## config.mk

```make
export PLATFORM = sky130hd
export DESIGN_NAME = gpam_top
export DESIGN_NICKNAME = d
export VERILOG_FILES = /design/src/gpam_top.v
export VERILOG_INCLUDE_DIRS = /design/src
export SDC_FILE = /design/constraint.sdc
export NUM_CORES = 2
export LEC_CHECK = 0
export CORE_AREA = 2 2 346 348
export CTS_BUF_LIST = sky130_fd_sc_hd__clkbuf_16
export CTS_CLUSTER_DIAMETER = 40
export DETAILED_ROUTE_END_ITERATION = 7
export DIE_AREA = 0 0 348 350
export DONT_BUFFER_PORTS = 1
export GPL_TIMING_DRIVEN = 1
export PLACE_DENSITY = 0.68
export SYNTH_ARGS = -nofsm -noshare
export SYNTH_HDL_FRONTEND = slang
export SYNTH_SLANG_ARGS = --single-unit
```

## constraint.sdc

```tcl
create_clock -name CLK -period 46.6 [get_ports CLK]
set_input_delay 2.33 -clock CLK [delete_from_list [all_inputs] [get_ports CLK]]
set_output_delay 2.33 -clock CLK [all_outputs]
set_load 0.1 [all_outputs]
```

## src/gpam_consts.vh

```
// constants for the genset protection and alarm manager
`ifndef GPAM_CONSTS_VH
`define GPAM_CONSTS_VH

// ------------------------------------------------------------
// timing
// ------------------------------------------------------------
`define GPAM_CLK_PERIOD_NS   20
`define GPAM_TICK_PERIOD_US  1000
`define GPAM_TICK_CYCLES     ((`GPAM_TICK_PERIOD_US * 1000) / `GPAM_CLK_PERIOD_NS)
`define GPAM_ECU_TIMEOUT_MS  3000
`define GPAM_ECU_TICKS       ((`GPAM_ECU_TIMEOUT_MS * 1000) / `GPAM_TICK_PERIOD_US)
`define GPAM_SVC_CLR_MS      5000
`define GPAM_SVC_CLR_TICKS   ((`GPAM_SVC_CLR_MS * 1000) / `GPAM_TICK_PERIOD_US)
`define GPAM_HOUR_S          3600
`define GPAM_HOUR_TICKS      ((`GPAM_HOUR_S * 1000) * (1000 / `GPAM_TICK_PERIOD_US))
`define GPAM_FLASH_MS        500
`define GPAM_FLASH_TICKS     ((`GPAM_FLASH_MS * 1000) / `GPAM_TICK_PERIOD_US)
`define GPAM_OVS_PCT         112

// ------------------------------------------------------------
// fault levels
// ------------------------------------------------------------
`define GPAM_LVL_NONE        2'h0
`define GPAM_LVL_WARN        2'h1
`define GPAM_LVL_TRIP        2'h2
`define GPAM_LVL_SHUT        2'h3

// ------------------------------------------------------------
// fault indices, lower index wins a tie
// ------------------------------------------------------------
`define GPAM_F_FREQ_OVS      0
`define GPAM_F_RPM_OVS       1
`define GPAM_F_FREQ          2
`define GPAM_F_RPM           3
`define GPAM_F_VOLT          4
`define GPAM_F_BATT          5
`define GPAM_F_START         6
`define GPAM_F_ECU           7
`define GPAM_F_CHARGE        8
`define GPAM_F_VUNBAL        9
`define GPAM_F_CUNBAL        10
`define GPAM_F_OVERCUR       11
`define GPAM_F_PICKUP        12
`define GPAM_F_SERVICE       13
`define GPAM_NFAULT          14
`define GPAM_NSVC            3
`endif

```

## src/gpam_top.v

```verilog
// genset protection, alarm grading and service counters
// What this block does
// - shutdown fault lights alarm, releases contactor, stops engine now, drives alarm output
// - trip fault lights alarm, releases contactor, drives alarm output, stops after cooldown
// - warning lights warning lamp and drives alarm output only
// - faults accepted first come; an active level blocks new faults of same or lower level
// - mute silences alarm output; alarms stay recorded and keep inhibiting
// - latching alarms stay active after their condition goes away
// - protection disable demotes shutdown and trip faults to warnings
// - three service sets, each with hours limit, time limit and fault level
// - zero limit is unused; zero hours limit disables the set
// - expired set flashes service lamp, drives service output, raises configured fault
// - mute plus lamp test held 5 s clears service lamp and restarts periods
// - remaining service hours and time kept in non-volatile storage
// - frequency limits shut down after delay and holdoff; 12% overshoot stops at once
// - speed limits shut down after delay and holdoff; overshoot stops at once
// - any phase voltage out of limits for fail time after holdoff shuts down
// - battery voltage out of limits for delay shuts down, running or not
// - engine not running after allowed start attempts shuts down
// - with fuel on, no engine unit message for 3 s shuts down
// - low charge alternator voltage after holdoff shuts down
// - voltage or current unbalance beyond limit for fail time after holdoff faults
// - overcurrent raises programmable fault after inverse time delay, cancelled if current drops back
// - pickup speed below crank cut for loss time raises programmable fault
`timescale 1ns/1ps
`include "gpam_consts.vh"

// ------------------------------------------------------------
// delay qualifier: fires once cond has held for dly ticks
// ------------------------------------------------------------
module gpam_qual (
	input  wire        clk,
	input  wire        rst,
	input  wire        tick,
	input  wire        cond,
	input  wire [15:0] dly,
	output wire        fire
);
	reg [15:0] cnt_ff;
	reg        fire_ff;
	// count ticks while cond holds, restart when it drops
	always @(posedge clk) begin
		if (rst || !cond) begin
			cnt_ff  <= 16'h0000;
			fire_ff <= 1'b0;
		end else begin
			if (tick && cnt_ff != 16'hffff)
				cnt_ff <= cnt_ff + 16'h0001;
			fire_ff <= (cnt_ff >= dly);
		end
	end
	assign fire = fire_ff;
endmodule

// ------------------------------------------------------------
// top level
// ------------------------------------------------------------
module gpam_top #(
	parameter TICK_CYC   = `GPAM_TICK_CYCLES,
	parameter HOUR_TICKS = `GPAM_HOUR_TICKS
) (
	input  wire        CLK,
	input  wire        SYS_RST,
	input  wire        ENGINE_RUNNING,
	input  wire        FUEL_ON,
	input  wire        PROT_DISABLE,
	input  wire        LATCH_EN,
	input  wire        FAULT_RESET,
	input  wire        MUTE_KEY,
	input  wire        LAMP_TEST_KEY,
	input  wire [15:0] HOLDOFF_DLY,
	input  wire [15:0] COOLDOWN_DLY,
	input  wire [15:0] GEN_FREQ,
	input  wire [15:0] FREQ_LO_LIM,
	input  wire [15:0] FREQ_HI_LIM,
	input  wire [15:0] FREQ_DLY,
	input  wire [15:0] ENG_RPM,
	input  wire [15:0] RPM_LO_LIM,
	input  wire [15:0] RPM_HI_LIM,
	input  wire [15:0] RPM_OVS_LIM,
	input  wire [15:0] RPM_DLY,
	input  wire [47:0] PH_VOLT,
	input  wire [15:0] VOLT_LO_LIM,
	input  wire [15:0] VOLT_HI_LIM,
	input  wire [15:0] VFAIL_DLY,
	input  wire [15:0] UNBAL_LIM,
	input  wire [47:0] PH_CURR,
	input  wire [15:0] OC_LIM,
	input  wire [31:0] OC_CURVE_K,
	input  wire [15:0] BATT_VOLT,
	input  wire [15:0] BATT_LO_LIM,
	input  wire [15:0] BATT_HI_LIM,
	input  wire [15:0] BATT_DLY,
	input  wire [7:0]  START_ATTEMPTS,
	input  wire [7:0]  START_ATTEMPT_LIM,
	input  wire        ECU_MSG,
	input  wire [15:0] CHARGE_VOLT,
	input  wire [15:0] CHARGE_LIM,
	input  wire [15:0] MPU_RPM,
	input  wire [15:0] CRANK_CUT_RPM,
	input  wire [15:0] PICKUP_DLY,
	input  wire [1:0]  CUNBAL_ACT,
	input  wire [1:0]  OC_ACT,
	input  wire [1:0]  PICKUP_ACT,
	input  wire [47:0] SVC_HRS_LIM,
	input  wire [47:0] SVC_TIME_LIM,
	input  wire [5:0]  SVC_LEVEL,
	input  wire        NV_LOAD,
	input  wire [47:0] NV_HRS_IN,
	input  wire [47:0] NV_TIME_IN,
	output wire        ALARM_LED,
	output wire        WARNING_LED,
	output wire        ALARM_OUT,
	output wire        GC_RELEASE,
	output wire        ENGINE_STOP_REQ,
	output wire        GEN_INHIBIT,
	output wire        SERVICE_LED,
	output wire        SERVICE_REQ,
	output wire [13:0] FAULT_ACTIVE,
	output wire        NV_WRITE,
	output wire [47:0] NV_HRS_OUT,
	output wire [47:0] NV_TIME_OUT
);
	localparam [15:0] ECU_DLY = `GPAM_ECU_TICKS;
	localparam [15:0] CLR_DLY = `GPAM_SVC_CLR_TICKS;
	localparam [15:0] FLS_DLY = `GPAM_FLASH_TICKS;
	localparam [31:0] TCK_END = TICK_CYC - 1;
	localparam [31:0] HR_END  = HOUR_TICKS - 1;
	localparam N = `GPAM_NFAULT;

	reg [31:0]    tick_cnt_ff;
	reg           tick_ff;
	reg [N-1:0]   act_ff;
	reg [2*N-1:0] lvl_ff;
	reg           mute_ff, alarm_led_ff, warn_led_ff, alarm_out_ff, gc_rel_ff, stop_ff, inhibit_ff;
	reg [15:0]    cool_cnt_ff;
	reg [31:0]    oc_acc_ff;
	reg           oc_fire_ff;
	reg [31:0]    run_pre_ff, cal_pre_ff;
	reg [15:0]    rem_hrs_ff [0:2];
	reg [15:0]    rem_time_ff [0:2];
	reg           loaded_ff, nv_wr_ff, clr_hold_ff, svc_led_ff, svc_req_ff, flash_ff;
	reg [15:0]    flash_cnt_ff;
	wire          armed, f_freq, f_rpm, f_volt, f_batt, f_vub, f_cub, f_pkp, f_ecu, clr_fire;

	// ------------------------------------------------------------
	// common tick
	// ------------------------------------------------------------
	always @(posedge CLK) begin
		if (SYS_RST) begin
			tick_cnt_ff <= 32'h0000_0000;
			tick_ff     <= 1'b0;
		end else begin
			tick_ff     <= (tick_cnt_ff == TCK_END);
			tick_cnt_ff <= (tick_cnt_ff == TCK_END) ? 32'h0000_0000 : tick_cnt_ff + 32'h0000_0001;
		end
	end

	// ------------------------------------------------------------
	// measurement checks
	// ------------------------------------------------------------
	// unbalance: |3*x - sum| > 3*lim avoids dividing by three
	function unbal;
		input [47:0] v;
		input [15:0] lim;
		reg   [19:0] s, x, l3;
		integer k;
		begin
			s = {4'h0, v[15:0]} + {4'h0, v[31:16]} + {4'h0, v[47:32]};
			l3 = {4'h0, lim} * 20'h00003;
			unbal = 1'b0;
			for (k = 0; k < 3; k = k + 1) begin
				x = {4'h0, v[16*k +: 16]} * 20'h00003;
				if ((x > s ? x - s : s - x) > l3)
					unbal = 1'b1;
			end
		end
	endfunction

	wire [31:0] freq_x100 = {16'h0000, GEN_FREQ} * 32'd100;
	wire [31:0] ovs_x100  = {16'h0000, FREQ_HI_LIM} * `GPAM_OVS_PCT;
	wire c_freq_ovs = freq_x100 > ovs_x100;
	wire c_rpm_ovs  = ENG_RPM > RPM_OVS_LIM;
	wire c_freq = armed && (GEN_FREQ < FREQ_LO_LIM || GEN_FREQ > FREQ_HI_LIM);
	wire c_rpm  = armed && (ENG_RPM < RPM_LO_LIM || ENG_RPM > RPM_HI_LIM);
	reg  c_volt, c_oc;
	integer p;
	// any phase out of window / any phase above overcurrent limit
	always @* begin
		c_volt = 1'b0;
		c_oc   = 1'b0;
		for (p = 0; p < 3; p = p + 1) begin
			if (PH_VOLT[16*p +: 16] < VOLT_LO_LIM || PH_VOLT[16*p +: 16] > VOLT_HI_LIM)
				c_volt = armed;
			if (PH_CURR[16*p +: 16] > OC_LIM)
				c_oc = 1'b1;
		end
	end
	wire c_batt = BATT_VOLT < BATT_LO_LIM || BATT_VOLT > BATT_HI_LIM;
	wire c_start = !ENGINE_RUNNING && START_ATTEMPT_LIM != 8'h00 && START_ATTEMPTS >= START_ATTEMPT_LIM;
	wire c_charge = armed && CHARGE_VOLT < CHARGE_LIM;
	wire c_pkp = armed && MPU_RPM < CRANK_CUT_RPM;

	// delay qualifiers, all on the common tick
	gpam_qual u_hold (.clk(CLK), .rst(SYS_RST), .tick(tick_ff), .cond(ENGINE_RUNNING), .dly(HOLDOFF_DLY), .fire(armed));
	gpam_qual u_freq (.clk(CLK), .rst(SYS_RST), .tick(tick_ff), .cond(c_freq), .dly(FREQ_DLY), .fire(f_freq));
	gpam_qual u_rpm  (.clk(CLK), .rst(SYS_RST), .tick(tick_ff), .cond(c_rpm), .dly(RPM_DLY), .fire(f_rpm));
	gpam_qual u_volt (.clk(CLK), .rst(SYS_RST), .tick(tick_ff), .cond(c_volt), .dly(VFAIL_DLY), .fire(f_volt));
	gpam_qual u_batt (.clk(CLK), .rst(SYS_RST), .tick(tick_ff), .cond(c_batt), .dly(BATT_DLY), .fire(f_batt));
	gpam_qual u_vub  (.clk(CLK), .rst(SYS_RST), .tick(tick_ff), .cond(armed && unbal(PH_VOLT, UNBAL_LIM)),
		.dly(VFAIL_DLY), .fire(f_vub));
	gpam_qual u_cub  (.clk(CLK), .rst(SYS_RST), .tick(tick_ff), .cond(armed && unbal(PH_CURR, UNBAL_LIM)),
		.dly(VFAIL_DLY), .fire(f_cub));
	gpam_qual u_pkp  (.clk(CLK), .rst(SYS_RST), .tick(tick_ff), .cond(c_pkp), .dly(PICKUP_DLY), .fire(f_pkp));
	gpam_qual u_ecu  (.clk(CLK), .rst(SYS_RST), .tick(tick_ff), .cond(FUEL_ON && !ECU_MSG), .dly(ECU_DLY),
		.fire(f_ecu));
	gpam_qual u_clr  (.clk(CLK), .rst(SYS_RST), .tick(tick_ff), .cond(MUTE_KEY && LAMP_TEST_KEY), .dly(CLR_DLY),
		.fire(clr_fire));

	// inverse_time_overcurrent_curve: integrate excess current, trip at curve constant
	wire [15:0] i_max = (PH_CURR[15:0] > PH_CURR[31:16]) ?
		((PH_CURR[15:0] > PH_CURR[47:32]) ? PH_CURR[15:0] : PH_CURR[47:32]) :
		((PH_CURR[31:16] > PH_CURR[47:32]) ? PH_CURR[31:16] : PH_CURR[47:32]);
	always @(posedge CLK) begin
		if (SYS_RST || !c_oc) begin
			oc_acc_ff  <= 32'h0000_0000;
			oc_fire_ff <= 1'b0;
		end else begin
			if (tick_ff && oc_acc_ff < OC_CURVE_K)
				oc_acc_ff <= oc_acc_ff + {16'h0000, i_max - OC_LIM};
			oc_fire_ff <= (oc_acc_ff >= OC_CURVE_K);
		end
	end

	// ------------------------------------------------------------
	// service counters
	// ------------------------------------------------------------
	wire hr_run = tick_ff && ENGINE_RUNNING && run_pre_ff == HR_END;
	wire hr_cal = tick_ff && cal_pre_ff == HR_END;
	reg  clr_pulse;
	reg  [2:0] svc_exp;
	reg  [1:0] svc_lvl;
	integer s, j;
	always @* begin
		clr_pulse = clr_fire && !clr_hold_ff;
		svc_exp = 3'h0;
		svc_lvl = `GPAM_LVL_NONE;
		for (s = 0; s < `GPAM_NSVC; s = s + 1) begin
			if (loaded_ff && SVC_HRS_LIM[16*s +: 16] != 16'h0000 &&
			    (rem_hrs_ff[s] == 16'h0000 || (SVC_TIME_LIM[16*s +: 16] != 16'h0000 && rem_time_ff[s] == 16'h0000)))
				svc_exp[s] = 1'b1;
			if (svc_exp[s] && SVC_LEVEL[2*s +: 2] > svc_lvl)
				svc_lvl = SVC_LEVEL[2*s +: 2];
		end
	end

	// remaining hours and time, reloaded from storage or restarted by the key combo
	always @(posedge CLK) begin
		if (SYS_RST) begin
			run_pre_ff  <= 32'h0000_0000;
			cal_pre_ff  <= 32'h0000_0000;
			loaded_ff   <= 1'b0;
			nv_wr_ff    <= 1'b0;
			clr_hold_ff <= 1'b0;
			for (j = 0; j < `GPAM_NSVC; j = j + 1) begin
				rem_hrs_ff[j]  <= 16'h0000;
				rem_time_ff[j] <= 16'h0000;
			end
		end else begin
			clr_hold_ff <= clr_fire;
			if (tick_ff && ENGINE_RUNNING)
				run_pre_ff <= hr_run ? 32'h0000_0000 : run_pre_ff + 32'h0000_0001;
			if (tick_ff)
				cal_pre_ff <= hr_cal ? 32'h0000_0000 : cal_pre_ff + 32'h0000_0001;
			nv_wr_ff <= loaded_ff && (hr_run || hr_cal || clr_pulse);
			if (NV_LOAD)
				loaded_ff <= 1'b1;
			for (j = 0; j < `GPAM_NSVC; j = j + 1) begin
				if (NV_LOAD) begin
					rem_hrs_ff[j]  <= NV_HRS_IN[16*j +: 16];
					rem_time_ff[j] <= NV_TIME_IN[16*j +: 16];
				end else if (clr_pulse) begin
					rem_hrs_ff[j]  <= SVC_HRS_LIM[16*j +: 16];
					rem_time_ff[j] <= SVC_TIME_LIM[16*j +: 16];
				end else begin
					if (hr_run && rem_hrs_ff[j] != 16'h0000)
						rem_hrs_ff[j] <= rem_hrs_ff[j] - 16'h0001;
					if (hr_cal && rem_time_ff[j] != 16'h0000)
						rem_time_ff[j] <= rem_time_ff[j] - 16'h0001;
				end
			end
		end
	end

	// service lamp flashing
	always @(posedge CLK) begin
		if (SYS_RST) begin
			flash_cnt_ff <= 16'h0000;
			flash_ff     <= 1'b0;
			svc_led_ff   <= 1'b0;
			svc_req_ff   <= 1'b0;
		end else begin
			if (tick_ff) begin
				flash_cnt_ff <= (flash_cnt_ff >= FLS_DLY - 16'h0001) ? 16'h0000 : flash_cnt_ff + 16'h0001;
				if (flash_cnt_ff >= FLS_DLY - 16'h0001) // half period of exactly FLS_DLY ticks
					flash_ff <= ~flash_ff;
			end
			svc_req_ff <= |svc_exp;
			svc_led_ff <= (|svc_exp) && flash_ff;
		end
	end

	// ------------------------------------------------------------
	// fault grading and acceptance
	// ------------------------------------------------------------
	reg [N-1:0]   raw;
	reg [2*N-1:0] lvl_in;
	reg [1:0]     cur_max, l;
	reg [N-1:0]   take;
	reg           found;
	integer i, m, q;
	always @* begin
		raw = {(svc_lvl != `GPAM_LVL_NONE), f_pkp, oc_fire_ff, f_cub, f_vub, c_charge, f_ecu, c_start, f_batt,
			f_volt, f_rpm, f_freq, c_rpm_ovs, c_freq_ovs};
		lvl_in = {svc_lvl, PICKUP_ACT, OC_ACT, CUNBAL_ACT, {10{`GPAM_LVL_SHUT}}};
		cur_max = `GPAM_LVL_NONE;
		take = {N{1'b0}};
		found = 1'b0;
		l = `GPAM_LVL_NONE;
		for (i = 0; i < N; i = i + 1)
			if (act_ff[i] && lvl_ff[2*i +: 2] > cur_max)
				cur_max = lvl_ff[2*i +: 2];
		for (i = 0; i < N; i = i + 1) begin
			l = lvl_in[2*i +: 2];
			if (PROT_DISABLE && l > `GPAM_LVL_WARN)
				l = `GPAM_LVL_WARN;
			lvl_in[2*i +: 2] = l;
			if (!found && raw[i] && !act_ff[i] && l > cur_max) begin
				take[i] = 1'b1;
				found = 1'b1;
			end
		end
	end

	// record faults; latched ones need the reset input once the cause is gone
	always @(posedge CLK) begin
		if (SYS_RST) begin
			act_ff <= {N{1'b0}};
			lvl_ff <= {2*N{1'b0}};
		end else begin
			for (m = 0; m < N; m = m + 1) begin
				if (take[m]) begin
					act_ff[m] <= 1'b1;
					lvl_ff[2*m +: 2] <= lvl_in[2*m +: 2];
				end else if (act_ff[m] && !raw[m] && (!LATCH_EN || FAULT_RESET))
					act_ff[m] <= 1'b0;
			end
		end
	end

	// ------------------------------------------------------------
	// outputs
	// ------------------------------------------------------------
	reg any_shut, any_trip, any_warn;
	always @* begin
		any_shut = 1'b0;
		any_trip = 1'b0;
		any_warn = 1'b0;
		for (q = 0; q < N; q = q + 1) begin
			any_shut = any_shut | (act_ff[q] && lvl_ff[2*q +: 2] == `GPAM_LVL_SHUT);
			any_trip = any_trip | (act_ff[q] && lvl_ff[2*q +: 2] == `GPAM_LVL_TRIP);
			any_warn = any_warn | (act_ff[q] && lvl_ff[2*q +: 2] == `GPAM_LVL_WARN);
		end
	end

	always @(posedge CLK) begin
		if (SYS_RST) begin
			mute_ff      <= 1'b0;
			cool_cnt_ff  <= 16'h0000;
			alarm_led_ff <= 1'b0;
			warn_led_ff  <= 1'b0;
			alarm_out_ff <= 1'b0;
			gc_rel_ff    <= 1'b0;
			stop_ff      <= 1'b0;
			inhibit_ff   <= 1'b0;
		end else begin
			// mute holds until a new fault is accepted or no fault is active
			if (MUTE_KEY)
				mute_ff <= 1'b1;
			else if (|take || !(|act_ff))
				mute_ff <= 1'b0;
			if (!any_trip)
				cool_cnt_ff <= 16'h0000;
			else if (tick_ff && cool_cnt_ff != 16'hffff)
				cool_cnt_ff <= cool_cnt_ff + 16'h0001;
			alarm_led_ff <= any_shut || any_trip;
			warn_led_ff  <= any_warn;
			alarm_out_ff <= (|act_ff) && !mute_ff && !MUTE_KEY;
			gc_rel_ff    <= any_shut || any_trip;
			stop_ff      <= any_shut || (any_trip && cool_cnt_ff >= COOLDOWN_DLY);
			inhibit_ff   <= any_shut || any_trip;
		end
	end

	assign ALARM_LED       = alarm_led_ff;
	assign WARNING_LED     = warn_led_ff;
	assign ALARM_OUT       = alarm_out_ff;
	assign GC_RELEASE      = gc_rel_ff;
	assign ENGINE_STOP_REQ = stop_ff;
	assign GEN_INHIBIT     = inhibit_ff;
	assign SERVICE_LED     = svc_led_ff;
	assign SERVICE_REQ     = svc_req_ff;
	assign FAULT_ACTIVE    = act_ff;
	assign NV_WRITE        = nv_wr_ff;
	assign NV_HRS_OUT      = {rem_hrs_ff[2], rem_hrs_ff[1], rem_hrs_ff[0]};
	assign NV_TIME_OUT     = {rem_time_ff[2], rem_time_ff[1], rem_time_ff[0]};
endmodule

```

== Word-level counts from Yosys, hierarchy flattened ==
Memories as Yosys holds them, arrays and structs flattened.
Index checks and enable logic that the tools add are counted.

* Input port bits: 759
* Memories kept: 2
* Bits in registers: 385
* Memory bits (writable): 96
* Output and inout port bits: 119
* Logic and storage cells: 772

* $mul: 9
* Mux-type cells: 162
* Reduce and logical (&&, ||, !) cells: 303
* $lt $le $gt $ge: 75
* Add/subtract/negate cells: 39
* Eq/ne operators: 56
* Bitwise operators: 59

{| class="wikitable"
|+ Memory list
! name !! depth !! width !! rd ports !! clocked after memory_dff !! wr ports !! RTL line !! source
|-
| rem_hrs_ff || 3 || 16 || 3 || 0 || 3 || gpam_top.v:140 || <nowiki>reg [15:0] rem_hrs_ff [0:2];</nowiki>
|-
| rem_time_ff || 3 || 16 || 3 || 0 || 3 || gpam_top.v:141 || <nowiki>reg [15:0] rem_time_ff [0:2];</nowiki>
|}

{| class="wikitable"
|+ Operator list
! cell !! number
|-
| 16-bit two-way mux || 22
|-
| 18-bit by 18-bit subtractor with 19-bit output || 12
|-
| 16-bit greater-than comparator || 13
|-
| 16-bit by 1-bit adder with 16-bit output (second input constant) || 12
|-
| 16-bit nonzero test || 12
|-
| 1-bit logical AND || 178
|-
| 16-bit inequality test (second input constant) || 11
|-
| 16-bit >= comparator || 9
|-
| 16-bit less-than comparator || 8
|-
| 16-bit by 2-bit multiplier with 18-bit output (second input constant) || 7
|-
| 20-bit by 18-bit greater-than comparator with 1-bit output || 6
|-
| 20-bit two-way mux || 6
|-
| 1-bit two-way mux || 110
|-
| 18-bit greater-than comparator || 6
|-
| 32-bit by 1-bit adder with 32-bit output (second input constant) || 3
|-
| 16-bit zero test || 6
|-
| 16-bit by 1-bit subtractor with 16-bit output (second input constant) || 6
|-
| 32-bit by 22-bit equality test with 1-bit output (second input constant) || 2
|-
| 32-bit two-way mux || 2
|-
| 1-bit zero test || 58
|-
| 1-bit bitwise OR || 57
|-
| 2-bit equality test (second input constant) || 28
|-
| 2-bit two-way mux || 22
|-
| 2-bit greater-than comparator || 20
|-
| other kinds (24) || 87
|}

== Logic depth before layout (Yosys ltp) ==
* Word-level depth: 114
* Mapped depth: 83
* Depth with buffers taken out: 83

== By module ==
A second synthesis with hierarchy kept.

* Cell total of the unflattened synthesis: 7777
* Area total of the unflattened synthesis: 61833.1 µm²

{| class="wikitable"
|+ By module, submodules not included
! module !! sequential area each (µm²) !! times used !! cells each !! area an instance (µm²)
|-
| gpam_top || 7186.9 || 1 || 6287 || 49784.0
|-
| gpam_qual || 340.3 || 10 || 149 || 1204.9
|}

== Worst setup path before layout ==
No wires, ideal clock.

* Kind: reg2reg
* Start: register act_ff[0], in the netlist FAULT_ACTIVE[0]
* End: register lvl_ff[26]
* Library setup time: 0.121 ns
* Arrival: 16.520 ns
* Clock period less this slack: 16.642 ns
* Path buffers: 0
* Slack: 29.958 ns
* Data required time: 46.479 ns
* Cell stages (with the launch flop): 84
* Cells stage by stage: dfxtp_1 > and2_1 > inv_1 > ha_1 > nor2b_1 > o211ai_2 > mux2i_1 > ha_1 > or2_2 > and2_1 > a22oi_1 > o2111ai_1 > and2_1 > ha_1 > nor3_1 > a31oi_1 > nand2_1 > o21ai_0 > (+48 left out) > o21ai_0 > o32a_1 > o211ai_1 > inv_1 > nand2_1 > nand2_1 > ha_1 > nor2_1 > nand4_1 > o22ai_1 > mux2_2 > ha_1 > inv_1 > a21oi_1 > a2111oi_0 > nor2_1 > nand4_2 > mux2_4

* Longest elaborated chain between the ends: 109
* Elaborated cells on any way between the ends: 115
* Classes of those cells: order compare (18); mux (28); reduce/logical (69)

{| class="wikitable"
|+ Ends and longest elaborated chain
! item !! RTL line !! source
|-
| start, declared || gpam_top.v:133 || <nowiki>reg [N-1:0] act_ff;</nowiki>
|-
| start signal, assigned || gpam_top.v:348 || <nowiki>act_ff <= {N{1'b0}};</nowiki>
|-
| 1-bit logical AND || gpam_top.v:331 || <nowiki>if (act_ff[i] && lvl_ff[2*i +: 2] > cur_max)</nowiki>
|-
| 2-bit two-way mux || gpam_top.v:331 ||
|-
| 2-bit greater-than comparator || gpam_top.v:331 ||
|-
| 1-bit logical AND || gpam_top.v:331 ||
|-
| 2-bit two-way mux || gpam_top.v:331 ||
|-
| 2-bit greater-than comparator || gpam_top.v:331 ||
|-
| 1-bit logical AND || gpam_top.v:331 ||
|-
| 2-bit two-way mux || gpam_top.v:331 ||
|-
| (+90 left out) || -- ||
|-
| 1-bit two-way mux || gpam_top.v:338 || <nowiki>if (!found && raw[i] && !act_ff[i] && l > cur_max) begin</nowiki>
|-
| 1-bit zero test || gpam_top.v:338 ||
|-
| 1-bit logical AND (3 in series) || gpam_top.v:338 ||
|-
| 1-bit two-way mux || gpam_top.v:338 ||
|-
| 1-bit zero test || gpam_top.v:338 ||
|-
| 1-bit logical AND (2 in series) || gpam_top.v:338 ||
|-
| 1-bit logical AND (*) || gpam_top.v:338 ||
|-
| 1-bit two-way mux (*) || gpam_top.v:338 ||
|-
| end signal, assigned || gpam_top.v:349 || <nowiki>lvl_ff <= {2*N{1'b0}};</nowiki>
|-
| end signal, assigned by index || gpam_top.v:354 || <nowiki>lvl_ff[2*m +: 2] <= lvl_in[2*m +: 2];</nowiki>
|-
| end, declared || gpam_top.v:134 || <nowiki>reg [2*N-1:0] lvl_ff;</nowiki>
|}

Every way passes the cells marked *; elsewhere a longest branch is shown, timed or not.
A chain may end at the register's enable or synchronous reset.

== Worst setup path in the final report ==
* Start: register lvl_ff[1]
* End: register lvl_ff[26]

* Longest elaborated chain between the ends: 110
* Elaborated cells on any way between the ends: 114
* Classes of those cells: order compare (19); mux (28); reduce/logical (67)

{| class="wikitable"
|+ Ends and longest elaborated chain
! item !! RTL line
|-
| 2-bit by 1-bit greater-than comparator with 1-bit output || gpam_top.v:331
|-
| 1-bit logical AND || gpam_top.v:331
|-
| 2-bit two-way mux (*) || gpam_top.v:331
|-
| 2-bit greater-than comparator || gpam_top.v:331
|-
| 1-bit logical AND || gpam_top.v:331
|-
| 2-bit two-way mux (*) || gpam_top.v:331
|-
| 2-bit greater-than comparator || gpam_top.v:331
|-
| 1-bit logical AND || gpam_top.v:331
|-
| (+91 left out) || --
|-
| 1-bit two-way mux || gpam_top.v:338
|-
| 1-bit zero test || gpam_top.v:338
|-
| 1-bit logical AND (3 in series) || gpam_top.v:338
|-
| 1-bit two-way mux || gpam_top.v:338
|-
| 1-bit zero test || gpam_top.v:338
|-
| 1-bit logical AND (2 in series) || gpam_top.v:338
|-
| 1-bit logical AND (*) || gpam_top.v:338
|-
| 1-bit two-way mux (*) || gpam_top.v:338
|}

Marks and branches as above.

==> run metrics <==
outcome finished clean; Worst Path Required 47.13 ns; LEAKAGE 30.3 nW; Post-synth top flop dfxtp_1; worst-margin pin slew 1.27 ns; crit path launch lvl_ff[1]$_SDFFE_PP0P_; Total GRT Usage 33.5%; sw frac 46.9%; Final Net Count 9,556; combinational share of power 60.5%; CTS tree done; iteration-0 DRC count of the detailed router 4,439; # setup viols final 0; H-tree Lvls 3; max cap viols 0; TritonCTS Sinks 481; worst flop-to-flop path startpoint lvl_ff[1]$_SDFFE_PP0P_; number of gates resized after CTS 0; Root Driver clkbuf_16; post-route cell area 65,800 um^2; Pint 1.57 mW; share of layout cells above drive strength 1 4.58%; Most Frequent Cell on Critical Path ha_1; most common cell after layout, fill and taps aside ha_1; area growth from synthesis to layout 8.37%; Clock power frac 23.0%; IO Count 878; Worst Setup End Kind flip-flop; DR WL/cell 23.2 um; crit path to lvl_ff[26]$_SDFFE_PP0P_; uppermost routed layer met5; initial antenna violation count 50; commonest non-fill, non-tap cells in the layout ha_1, inv_1, nor2_1; via-per-instance ratio 6.14; Fin Setup TNS 0 ns; max-slew violation count 0; CP peak stage delay 0.46 ns; Fin Clk Skew 0.0465 ns; initial core utilization 51.5%; syn_nets 9,590; WL final 214 mm; placed inst area 62,400 um^2; via count 56.8k; Die W 348 um; warnings from Yosys 0; CP arrival 18.18 ns; Crit Path Max Fanout 6; EDFF count, synth 96; Max-Slew Margin vs Limit 15.4%; pin count of the biggest net entering global routing 94; CP startpoint kind flip-flop; Mean Syn Cell Area 7.98 um^2; Reg clk slew, reported paths 0.06 ns; RSZ-0062 raised after global routing false; FF-to-FF End lvl_ff[26]$_SDFFE_PP0P_; grt total ovfl 0; R2R depth 82; worst-skew pair later-pin latency 0.66 ns; Fillers 11.0k; post-CTS setup buffers 0; Synth cell types 98; antenna-violating nets left 0; sequential share of power 16.5%; port bufs 0; cts bufs inserted 89; Final Non-Filler Cells 9,242; placed insts 9,012; Pre-Repair DR Iteration Count 6; Max Clk Rate 56.7 MHz; Final min period 17.65 ns; switching pwr 1.39 mW; Max Root-Sink Buffers 3; Post-CTS Hold Fix Bufs 0; #FFs+latches synth 481; asr flop ratio synth 0%; vias in the first global route 54.4k; crit path max-delay cell type a2111oi_0; Hold Crit Class reg2reg; Tcrit/Tclk final 37.9%; WS Path Type reg2reg; post-synthesis sequential area ratio 17.5%; Fin. Hold Viols 0; Rows 126; Max VDD drop 0.0291 mV; met3 WL post-DR 17.6 mm; pwr dens 44.9 nW/um^2; Remaining DRCs 0; Worst R2R Setup Slack 28.95 ns; Metal-1 WL 86.5 mm; Post-Syn Area 60,700 um^2; Die Y-Extent 350 um; DIE AREA 122,000 um^2; Synth Instances 7,601; global-route wire length before repair 318 mm; Post-DP HPWL 177 mm; core box area 118,000 um^2; WHS 0.459 ns; met2 WL 96.5 mm; Final GP Congestion 1.04
synthesized netlist by cell type, types with 44 or more instances:
cell / instances / area, um^2
mux2i_1: 109 / 1090
nor4_1: 73 / 457
o211ai_1: 44 / 330
nand4_1: 179 / 1120
edfxtp_1: 96 / 2880
o21bai_1: 86 / 646
and3_1: 59 / 369
nand2b_1: 100 / 626
nand3_1: 186 / 931
dfxtp_1: 385 / 7710
o21ai_0: 320 / 1600
o21a_1: 57 / 428
xnor2_1: 362 / 3170
a211oi_1: 131 / 983
inv_1: 828 / 3110
a21o_1: 278 / 2090
nor2_1: 675 / 2530
fa_1: 82 / 1640
nand2_1: 394 / 1480
xor2_1: 252 / 2210
nor3_1: 166 / 831
or3_1: 68 / 425
ha_1: 1148 / 14400
a21oi_1: 578 / 2890
o22ai_1: 48 / 300
nor2b_1: 143 / 895
clkbuf_1: 159 / 597
critical path: cells and delay by family (launching register included):
family	cells	cell delay, ns
adder cells (fa/ha/maj)	17	4.94
AO/OA/AOI/OAI	25	4.89
AND/OR/NAND/NOR	29	4.67
multiplexers	7	2.28
flip-flops	1	0.38
buffers and inverters	4	0.34
cell type report:
cell class	instances	area (um^2)	share of cell area, %
antenna	64	160	0.244
multi-input combinational	6106	46300	70.4
tap	1536	1920	2.92
clock inverter	73	842	1.28
timing repair buffer	61	478	0.727
inverter	828	3110	4.73
clock buffer	93	2330	3.54
sequential	481	10600	16.1
logic make-up after synthesis:
kind of cell,count (synthesis),synth area share [%]
buffers and inverters,1014,6.31
multiplexers,144,2.45
AND/OR/NAND/NOR,2247,18.6
adder cells (fa/ha/maj),1233,26.4
AO/OA/AOI/OAI,1867,19.9
XOR/XNOR,615,8.90
flip-flops,481,17.5
stage by stage:
step           util [%]  worst slack [ns]  total power, mW
2_1_floorplan         -             29.96             1.78
3_3_place_gp       53.0             29.77             2.20
3_5_place_dp       53.0             29.31             2.23
4_1_cts            55.7             29.18             2.92
5_1_grt            55.8             27.69             3.16
6_report           55.8             28.95             2.95
sequential cells by signal, indices dropped and copies added, names as in the netlist, 28 cells and up:
| signal | count |
|---|---|
| rem_hrs_ff | 48 |
| oc_acc_ff | 32 |
| run_pre_ff | 32 |
| tick_cnt_ff | 32 |
| lvl_ff | 28 |
| rem_time_ff | 48 |
| cal_pre_ff | 32 |
power by group through the flow:
| stage | clock network (mW) | logic (mW) | registers [mW] |
|---|---|---|---|
| 6_report | 0.680 | 1.78 | 0.487 |
| 5_1_grt | 0.709 | 1.96 | 0.487 |
| 4_1_cts | 0.691 | 1.75 | 0.486 |
| 3_5_place_dp | 0 | 1.73 | 0.495 |
| 3_3_place_gp | 0 | 1.70 | 0.494 |
| 2_1_floorplan | 0 | 1.28 | 0.499 |
worst min-delay path by stage:
stage,startpoint,end,cells past startpoint
6_report,mute_ff$_SDFFE_PP0P_,ALARM_OUT$_SDFF_PP0_,1
5_1_grt,tick_cnt_ff[0]$_SDFF_PP0_,tick_cnt_ff[0]$_SDFF_PP0_,1
4_1_cts,mute_ff$_SDFFE_PP0P_,ALARM_OUT$_SDFF_PP0_,1
3_5_place_dp,tick_cnt_ff[0]$_SDFF_PP0_,tick_cnt_ff[0]$_SDFF_PP0_,1
3_3_place_gp,tick_cnt_ff[0]$_SDFF_PP0_,tick_cnt_ff[0]$_SDFF_PP0_,1
2_1_floorplan,mute_ff$_SDFFE_PP0P_,ALARM_OUT$_SDFF_PP0_,1
layer usage:
layer  track usage (%)  vias up
met1              39.9    26800
met4              20.9       10
li1                  -    27200
met3              7.72      492
met2              54.5     2338
met5                 0        -
Power figures use the tool's default switching activity.
